$ cat src/design/vetcr_pkg.sv
// Behaviour
// - The cosine result sits in bits 15-0 as a signed fraction from 0x8000 to 0x7fff; bits 31-16 read zero.
// - The cosine result is computed by hardware from the current phase angle as a 16-bit signed fraction.
// - The sine result is computed the same way from the phase angle and also sits in bits 15-0.
// - Hardware changes the four trigonometric registers only when the sine/cosine task (task 6) completes.
// - On that task the old cosine moves into the prior cosine register before the new cosine is stored.
// - On that task the old sine moves into the prior sine register before the new sine is stored.
// - The input transformation (task 4) is fed the prior cosine and prior sine values.
// - The output transformation (task 7) is fed the current cosine and sine values.
// - The current-control task (task 5) reads both current targets as its setpoints.
package vetcr_pkg;

  // ----------------------------------------
  // Register map
  // ----------------------------------------
  localparam int unsigned ADDR_W = 8;
  localparam int unsigned DATA_W = 32;
  localparam int unsigned FRAC_W = 16;
  localparam int unsigned NUM_REGS = 6;
  localparam int unsigned IDX_X = 0;
  localparam int unsigned IDX_Y = 1;
  localparam int unsigned IDX_PX = 2;
  localparam int unsigned IDX_PY = 3;
  localparam int unsigned IDX_DSET = 4;
  localparam int unsigned IDX_QSET = 5;
  localparam logic [7:0] OFF_ANGLE_X = 8'h00;
  localparam logic [7:0] OFF_ANGLE_Y = 8'h04;
  localparam logic [7:0] OFF_PRIOR_X = 8'h08;
  localparam logic [7:0] OFF_PRIOR_Y = 8'h0c;
  localparam logic [7:0] OFF_DIRECT_SET = 8'h10;
  localparam logic [7:0] OFF_QUAD_SET = 8'h14;
  localparam logic [15:0] FRAC_RESET = 16'h0000;
  localparam logic [15:0] UPPER_ZERO = 16'h0000;
  localparam logic [31:0] RDATA_RESET = 32'h0000_0000;

  // ----------------------------------------
  // Sine/cosine engine
  // ----------------------------------------
  localparam int unsigned CORDIC_W = 20;
  localparam int unsigned ZW = 21;
  localparam logic [3:0] ITER_FIRST = 4'h0;
  localparam logic [3:0] ITER_LAST = 4'hf;
  localparam logic signed [19:0] CORDIC_GAIN_INIT = 20'sh136ea;
  localparam logic signed [19:0] ROUND_HALF = 20'sh00002;
  localparam logic signed [19:0] SAT_MAX = 20'sh07fff;
  localparam logic signed [19:0] SAT_MIN = 20'shf8000;
  localparam logic signed [19:0] CORDIC_ZERO = 20'sh00000;
  localparam logic signed [20:0] Z_ZERO = 21'sh000000;

  typedef enum logic [1:0] {
    VETCR_IDLE = 2'b00,
    VETCR_RUN = 2'b01,
    VETCR_DONE = 2'b10
  } vetcr_state_e;

endpackage

$ cat src/design/vetcr_regs.sv
`timescale 1ns/1ps
module vetcr_regs (
  input wire logic clk,
  input wire logic reset_n,
  input wire logic [vetcr_pkg::ADDR_W-1:0] reg_addr,
  input wire logic [vetcr_pkg::DATA_W-1:0] reg_wdata,
  input wire logic reg_wr,
  input wire logic reg_rd,
  output logic [vetcr_pkg::DATA_W-1:0] reg_rdata,
  input wire logic trig_go,
  input wire logic [vetcr_pkg::FRAC_W-1:0] trig_angle,
  output logic trig_busy,
  output logic trig_updated,
  output logic [vetcr_pkg::FRAC_W-1:0] prior_x_component,
  output logic [vetcr_pkg::FRAC_W-1:0] prior_y_component,
  output logic [vetcr_pkg::FRAC_W-1:0] current_x_component,
  output logic [vetcr_pkg::FRAC_W-1:0] current_y_component,
  output logic [vetcr_pkg::FRAC_W-1:0] direct_current_setpoint,
  output logic [vetcr_pkg::FRAC_W-1:0] quadrature_current_setpoint
);
  import vetcr_pkg::*;

  // ----------------------------------------
  // Address decode
  // ----------------------------------------
  function automatic logic reg_hit(input logic [7:0] addr, input logic [7:0] off);
    reg_hit = (addr == off);
  endfunction

  function automatic logic [7:0] reg_offset(input int unsigned idx);
    case (idx)
      IDX_X: reg_offset = OFF_ANGLE_X;
      IDX_Y: reg_offset = OFF_ANGLE_Y;
      IDX_PX: reg_offset = OFF_PRIOR_X;
      IDX_PY: reg_offset = OFF_PRIOR_Y;
      IDX_DSET: reg_offset = OFF_DIRECT_SET;
      default: reg_offset = OFF_QUAD_SET;
    endcase
  endfunction

  logic [15:0] reg_q [0:NUM_REGS-1];
  logic [31:0] rdata_q;
  logic updated_q;
  logic eng_done;
  logic [15:0] eng_cos;
  logic [15:0] eng_sin;
  logic [NUM_REGS-1:0] wr_hit;
  logic [NUM_REGS-1:0] rd_hit;
  logic [NUM_REGS-1:0] hw_load;
  logic [15:0] hw_val [0:NUM_REGS-1];
  logic [15:0] rd_mux;

  // ----------------------------------------
  // Sine/cosine engine
  // ----------------------------------------
  // A start while the engine runs is dropped; trig_busy tells the sequencer
  vetcr_sincos u_sincos (
    .clk(clk),
    .reset_n(reset_n),
    .start(trig_go),
    .angle(trig_angle),
    .busy(trig_busy),
    .done(eng_done),
    .cos_out(eng_cos),
    .sin_out(eng_sin)
  );

  // ----------------------------------------
  // Hardware update on task 6 completion
  // ----------------------------------------
  // Prior registers take the value held before this edge, so old and new
  // values move in the same cycle without a race
  assign hw_load[IDX_X] = eng_done;
  assign hw_load[IDX_Y] = eng_done;
  assign hw_load[IDX_PX] = eng_done;
  assign hw_load[IDX_PY] = eng_done;
  assign hw_load[IDX_DSET] = 1'b0;
  assign hw_load[IDX_QSET] = 1'b0;
  assign hw_val[IDX_X] = eng_cos;
  assign hw_val[IDX_Y] = eng_sin;
  assign hw_val[IDX_PX] = reg_q[IDX_X];
  assign hw_val[IDX_PY] = reg_q[IDX_Y];
  assign hw_val[IDX_DSET] = FRAC_RESET;
  assign hw_val[IDX_QSET] = FRAC_RESET;

  // ----------------------------------------
  // Register storage
  // ----------------------------------------
  genvar gi;
  generate
    for (gi = 0; gi < NUM_REGS; gi++) begin : g_reg
      assign wr_hit[gi] = reg_wr && reg_hit(reg_addr, reg_offset(gi));
      assign rd_hit[gi] = reg_rd && reg_hit(reg_addr, reg_offset(gi));
      // Hardware update wins over a software write in the same cycle
      always_ff @(posedge clk or negedge reset_n) begin
        if (!reset_n) begin
          reg_q[gi] <= FRAC_RESET;
        end else if (hw_load[gi]) begin
          reg_q[gi] <= hw_val[gi];
        end else if (wr_hit[gi]) begin
          reg_q[gi] <= reg_wdata[15:0];
        end
      end
    end
  endgenerate

  // ----------------------------------------
  // Read path
  // ----------------------------------------
  // Unmapped or unaligned addresses read as zero
  assign rd_mux = rd_hit[IDX_X] ? reg_q[IDX_X] :
                  rd_hit[IDX_Y] ? reg_q[IDX_Y] :
                  rd_hit[IDX_PX] ? reg_q[IDX_PX] :
                  rd_hit[IDX_PY] ? reg_q[IDX_PY] :
                  rd_hit[IDX_DSET] ? reg_q[IDX_DSET] :
                  rd_hit[IDX_QSET] ? reg_q[IDX_QSET] : FRAC_RESET;

  always_ff @(posedge clk or negedge reset_n) begin
    if (!reset_n) begin
      rdata_q <= RDATA_RESET;
    end else begin
      rdata_q <= {UPPER_ZERO, rd_mux};
    end
  end

  always_ff @(posedge clk or negedge reset_n) begin
    if (!reset_n) begin
      updated_q <= 1'b0;
    end else begin
      updated_q <= eng_done;
    end
  end

  // ----------------------------------------
  // Task-facing outputs
  // ----------------------------------------
  assign reg_rdata = rdata_q;
  assign trig_updated = updated_q;
  assign prior_x_component = reg_q[IDX_PX];
  assign prior_y_component = reg_q[IDX_PY];
  assign current_x_component = reg_q[IDX_X];
  assign current_y_component = reg_q[IDX_Y];
  assign direct_current_setpoint = reg_q[IDX_DSET];
  assign quadrature_current_setpoint = reg_q[IDX_QSET];
endmodule

$ cat src/design/vetcr_sincos.sv
`timescale 1ns/1ps
module vetcr_sincos (
  input wire logic clk,
  input wire logic reset_n,
  input wire logic start,
  input wire logic [15:0] angle,
  output logic busy,
  output logic done,
  output logic [15:0] cos_out,
  output logic [15:0] sin_out
);
  import vetcr_pkg::*;

  // ----------------------------------------
  // Arctangent table, 2^20 per turn
  // ----------------------------------------
  function automatic logic [19:0] atan_lut(input logic [3:0] i);
    case (i)
      4'h0: atan_lut = 20'h20000;
      4'h1: atan_lut = 20'h12e41;
      4'h2: atan_lut = 20'h09fb4;
      4'h3: atan_lut = 20'h05111;
      4'h4: atan_lut = 20'h028b1;
      4'h5: atan_lut = 20'h0145e;
      4'h6: atan_lut = 20'h00a2f;
      4'h7: atan_lut = 20'h00518;
      4'h8: atan_lut = 20'h0028c;
      4'h9: atan_lut = 20'h00146;
      4'ha: atan_lut = 20'h000a3;
      4'hb: atan_lut = 20'h00051;
      4'hc: atan_lut = 20'h00029;
      4'hd: atan_lut = 20'h00014;
      4'he: atan_lut = 20'h0000a;
      default: atan_lut = 20'h00005;
    endcase
  endfunction

  // Rounds Q17 to Q15 and clamps, so +1.0 reads 0x7fff
  function automatic logic [15:0] sat_q15(input logic signed [19:0] v);
    logic signed [19:0] r;
    r = (v + ROUND_HALF) >>> 2;
    if (r > SAT_MAX) begin
      sat_q15 = SAT_MAX[15:0];
    end else if (r < SAT_MIN) begin
      sat_q15 = SAT_MIN[15:0];
    end else begin
      sat_q15 = r[15:0];
    end
  endfunction

  // ----------------------------------------
  // Datapath
  // ----------------------------------------
  vetcr_state_e state_q;
  logic signed [19:0] x_q;
  logic signed [19:0] y_q;
  logic signed [20:0] z_q;
  logic [1:0] quad_q;
  logic [3:0] iter_q;
  logic done_q;
  logic [15:0] cos_q;
  logic [15:0] sin_q;

  wire take_start = start && (state_q == VETCR_IDLE);
  wire rot_pos = ~z_q[20];
  wire signed [19:0] shift_x = x_q >>> iter_q;
  wire signed [19:0] shift_y = y_q >>> iter_q;
  wire signed [20:0] atan_step = {1'b0, atan_lut(iter_q)};
  wire signed [19:0] x_step = rot_pos ? x_q - shift_y : x_q + shift_y;
  wire signed [19:0] y_step = rot_pos ? y_q + shift_x : y_q - shift_x;
  wire signed [20:0] z_step = rot_pos ? z_q - atan_step : z_q + atan_step;
  // Residual angle inside one quadrant; quadrant restored afterwards
  wire signed [20:0] z_init = {3'b000, angle[13:0], 4'h0};
  wire signed [19:0] map_x = (quad_q == 2'b00) ? x_q : (quad_q == 2'b01) ? -y_q : (quad_q == 2'b10) ? -x_q : y_q;
  wire signed [19:0] map_y = (quad_q == 2'b00) ? y_q : (quad_q == 2'b01) ? x_q : (quad_q == 2'b10) ? -y_q : -x_q;

  always_ff @(posedge clk or negedge reset_n) begin
    if (!reset_n) begin
      state_q <= VETCR_IDLE;
      x_q <= CORDIC_ZERO;
      y_q <= CORDIC_ZERO;
      z_q <= Z_ZERO;
      quad_q <= 2'b00;
      iter_q <= ITER_FIRST;
    end else begin
      case (state_q)
        VETCR_IDLE: begin
          if (take_start) begin
            x_q <= CORDIC_GAIN_INIT;
            y_q <= CORDIC_ZERO;
            z_q <= z_init;
            quad_q <= angle[15:14];
            iter_q <= ITER_FIRST;
            state_q <= VETCR_RUN;
          end
        end
        VETCR_RUN: begin
          x_q <= x_step;
          y_q <= y_step;
          z_q <= z_step;
          iter_q <= iter_q + 4'h1;
          if (iter_q == ITER_LAST) begin
            state_q <= VETCR_DONE;
          end
        end
        VETCR_DONE: state_q <= VETCR_IDLE;
        default: state_q <= VETCR_IDLE;
      endcase
    end
  end

  always_ff @(posedge clk or negedge reset_n) begin
    if (!reset_n) begin
      done_q <= 1'b0;
      cos_q <= FRAC_RESET;
      sin_q <= FRAC_RESET;
    end else begin
      done_q <= (state_q == VETCR_DONE);
      if (state_q == VETCR_DONE) begin
        cos_q <= sat_q15(map_x);
        sin_q <= sat_q15(map_y);
      end
    end
  end

  assign busy = (state_q != VETCR_IDLE);
  assign done = done_q;
  assign cos_out = cos_q;
  assign sin_out = sin_q;
endmodule

$ cat config.mk
export PLATFORM = sky130hd
export DESIGN_NAME = vetcr_regs
export DESIGN_NICKNAME = d
export VERILOG_FILES = /design/src/design/vetcr_pkg.sv /design/src/design/vetcr_regs.sv /design/src/design/vetcr_sincos.sv
export SDC_FILE = /design/constraint.sdc
export NUM_CORES = 1
export LEC_CHECK = 0
export ABC_AREA = 1
export BUFFER_PORTS_ARGS = -buffer_cell sky130_fd_sc_hd__buf_2
export CAP_MARGIN = 30
export CORE_MARGIN = 8
export CORE_UTILIZATION = 61
export DETAILED_ROUTE_END_ITERATION = 12
export PLACE_DENSITY_LB_ADDON = 0.12
export SETUP_SLACK_MARGIN = 0.05
export SYNTH_ARGS = -nofsm -noshare
export SYNTH_HDL_FRONTEND = slang
export SYNTH_HIERARCHICAL = 1
export SYNTH_SLANG_ARGS = --single-unit
export TNS_END_PERCENT = 30
$ cat constraint.sdc
create_clock -name clk -period 4.86 [get_ports clk]
set_input_delay 1.215 -clock clk [delete_from_list [all_inputs] [get_ports clk]]
set_output_delay 1.215 -clock clk [all_outputs]
set_load 0.01 [all_outputs]
==> flow_summary.yaml <==
run_status:
  status: "finished clean"
cts:
  cts_tree: "yes"
  cts_hold_buf: 0
  cts_buffers: 25
  clkTransAtPathRegs_ps: 60
  clock_path_buffers: 3
  insertion_delay_ps: 530
  cts_max_level: 1
  root_buffer: "clkbuf_16"
  cts.sinks: 215
timing:
  fin_crit_ps: 4570
  slew_viol_final: 0
  fmax_mhz: 219
  tightestPinTransition_ps: 1080
  hold_ws_ps: 505
  tns_ps: 0
  post-route-period-util_pct: 94.1
  rsz0062_at_grt: "true"
  final_hold_viol_count: 0
  skew_ps: 13.2
  slew_headroom_pct: 28.0
  setup-violations-final: 0
synth:
  syn_avg_cell_area_um2: 6.53
  synth_seq_cells: 215
  synth_edf_count: 0
  yosys.area_share.simple_pct: 31.9
  synth_cells: 2867
  synth_top_family_by_area: "simple AND/OR/NAND/NOR gates"
  ys_async_sr_fraction_pct: 100
  synth_warnings: 6
  synth_cell_type_count: 58
  synth_xor_area_share_pct: 4.39
  yosysSeqAreaShare_pct: 28.7
  synth_compound_area_share_pct: 19.0
  synth_area_mm2: 0.0187
  synth.area.mux_share_pct: 0.374
  yosys_most_used_dff: "dfrtp_1"
  synth_fa_ha_area_share_pct: 5.13
worst_setup_path:
  start_kind: "flip-flop"
  end_kind: "flip-flop"
  required_ps: 5240
  arrival_ps: 4960
  cp_max_fo: 36
  worstSetupPathType: "reg -> reg"
placement:
  portBuffers: 158
  hpwlAfterDp_um: 51300
  gp_congestion: 0.989
  place_area_mm2: 0.0199
routing:
  viasPerCell: 6.10
  drtIter0Drc: 2184
  wl_um: 67900
  drtPass1Iterations: 8
  drt_drc_violations_left: 0
  ant_nets: 0
  post_drt_wl_per_cell_um: 19.9
  vias: 20769
final_layout:
  drive_above_1_share_pct: 14.1
  diodes: 0
  areaGrowthSynthToFinish_pct: 11.2
  nFillCells: 2687
  final_area_mm2: 0.0208
  fin_nets: 3128
grt:
  grt_max_degree: 97
  grt_pass1_wl_um: 104000
  first_global_vias: 19395
  grt_overflow: 0
  antenna_found_initial: 0
  grt_usage_pct: 35.3
hold_path:
  hold_class: "reg -> reg"
die:
  io_pins: 191
  dieHeight_um: 191
  die_x_um: 191
  initial_core_util_pct: 61.6
  dieArea_mm2: 0.0366
  rows: 64
  coreArea_mm2: 0.0304
flow_run:
  cap_violations: 0
[Yosys cell counts, types with 3 or more instances]
library cell,instances,area [um2]
nand2_1,792,2970
inv_1,299,1120
o21ai_0,277,1390
nor2_1,241,905
dfrtp_1,215,5380
nand3_1,187,936
a21oi_1,182,911
ha_1,72,901
xor2_1,63,552
clkbuf_1,58,218
nand4_1,46,288
o22ai_1,46,288
buf_2,33,165
o211ai_1,31,233
xnor2_1,31,272
nand2_2,27,169
o21ai_1,27,135
a21oi_2,25,219
nor2_2,23,144
buf_4,19,143
buf_1,17,63.8
nor3_1,16,80.1
inv_2,15,56.3
nor2_4,14,158
a31oi_1,13,81.3
buf_6,12,135
or2_2,10,62.6
mux2i_1,7,70.1
o21bai_1,7,52.6
nand3b_1,5,37.5
o21a_1,5,37.5
nand3_2,4,40.0
o221ai_1,4,35.0
a21boi_0,3,22.5
a21o_1,3,22.5
fa_1,3,60.1
nand2_4,3,33.8
o31ai_1,3,22.5
[critical path, stage by stage (launching register included)]
cell      delay, ps
dfrtp_2         470
buf_12          200
o21ai_0         380
mux2i_1         210
or2_2           320
nand3_1          80
nand2_1          90
ha_1            290
nand2_1          40
o21ai_0         180
inv_1            90
ha_1            290
nand2_1          50
o21ai_0         360
nand2_1         130
nand2_1          90
a21oi_1          80
nor2_1          140
nor2_1           70
o21bai_1        260
a31oi_1         150
or2_2           290
nand3_1          60
o21ai_0          80
[kinds of logic after synthesis]
group                      count (synthesis)
buffers and inverters                    459
muxes                                      7
other                                      1
adders and majority gates                 75
DFF                                      215
AOI/OAI and AO/OA                        636
xor gates and xnor gates                  94
and+or+nand+nor                         1380
[flip-flops by register name, summed over array words and instances (netlist names)]
name	flops
u_sincos/iter_q	4
reg_rdata	16
u_sincos/x_q	20
prior_x_component	16
u_sincos/cos_out	16
u_sincos/quad_q	2
u_sincos/y_q	20
u_sincos/sin_out	16
u_sincos/state_q	2
trig_updated	1
current_y_component	16
quadrature_current_setpoint	16
prior_y_component	16
u_sincos/done	1
direct_current_setpoint	16
current_x_component	16
u_sincos/z_q	21
[metrics by stage]
step           util, %  setup slack, ps  instances
2_1_floorplan        -              621       2882
3_3_place_gp      65.2              201       3355
3_5_place_dp      65.3              143       3358
4_1_cts           68.0             99.8       3403
5_1_grt           68.4             4.67       3406
6_report          68.4              287       3406
[worst paths after layout]
path,from,end,slack (ps),cells after the start
setup / recovery,u_sincos/iter_q[0]$_DFFE_PN0P_,u_sincos/y_q[9]$_DFFE_PN0P_,290,23
hold / removal,u_sincos/z_q[16]$_DFFE_PN0P_,u_sincos/z_q[16]$_DFFE_PN0P_,510,2
setup reg to reg,u_sincos/iter_q[0]$_DFFE_PN0P_,u_sincos/y_q[9]$_DFFE_PN0P_,290,23
hold reg to reg,u_sincos/z_q[16]$_DFFE_PN0P_,u_sincos/z_q[16]$_DFFE_PN0P_,510,2
max in group asynchronous,reset_n,current_y_component[13]$_DFFE_PN0P_,3220,2
min in group asynchronous,reset_n,quadrature_current_setpoint[0]$_DFFE_PN0P_,720,1
[cell type report]
class,count,area [um2],area share [%]
timing repair buffer,223,1370,6.55
clock inverter,14,123,0.589
sequential,215,5380,25.8
inverter,319,1210,5.83
multi-input combinational,2208,11600,55.5
clock buffer,31,688,3.30
tap,396,495,2.38
[placed cells by master (no fill, tap or decap), types with 57 or more instances in the layout]
cell type / synthesis / layout
buf_2: 33 / 157
dfrtp_1: 215 / 213
buf_4: 19 / 57
inv_1: 299 / 299
a21oi_1: 182 / 180
xor2_1: 63 / 63
nand3_1: 187 / 186
o21ai_0: 277 / 260
nand2_1: 792 / 792
ha_1: 72 / 71
nor2_1: 241 / 236
[what timing repair did]
action | CTS | global route
resized for setup | 0 | 38
buffers inserted | 0 | 1
endpoints found under the setup margin | 0 | 19
[per-layer routing]
metal	share of wire [%]	track usage [%]
met1	37	42.7
met2	47	60.1
met3	9.1	4.74
met4	6.1	19.6
met5	0	0
Power is not shown: default switching activity piles up to over one toggle a cycle in this logic, so the estimate is an artifact.
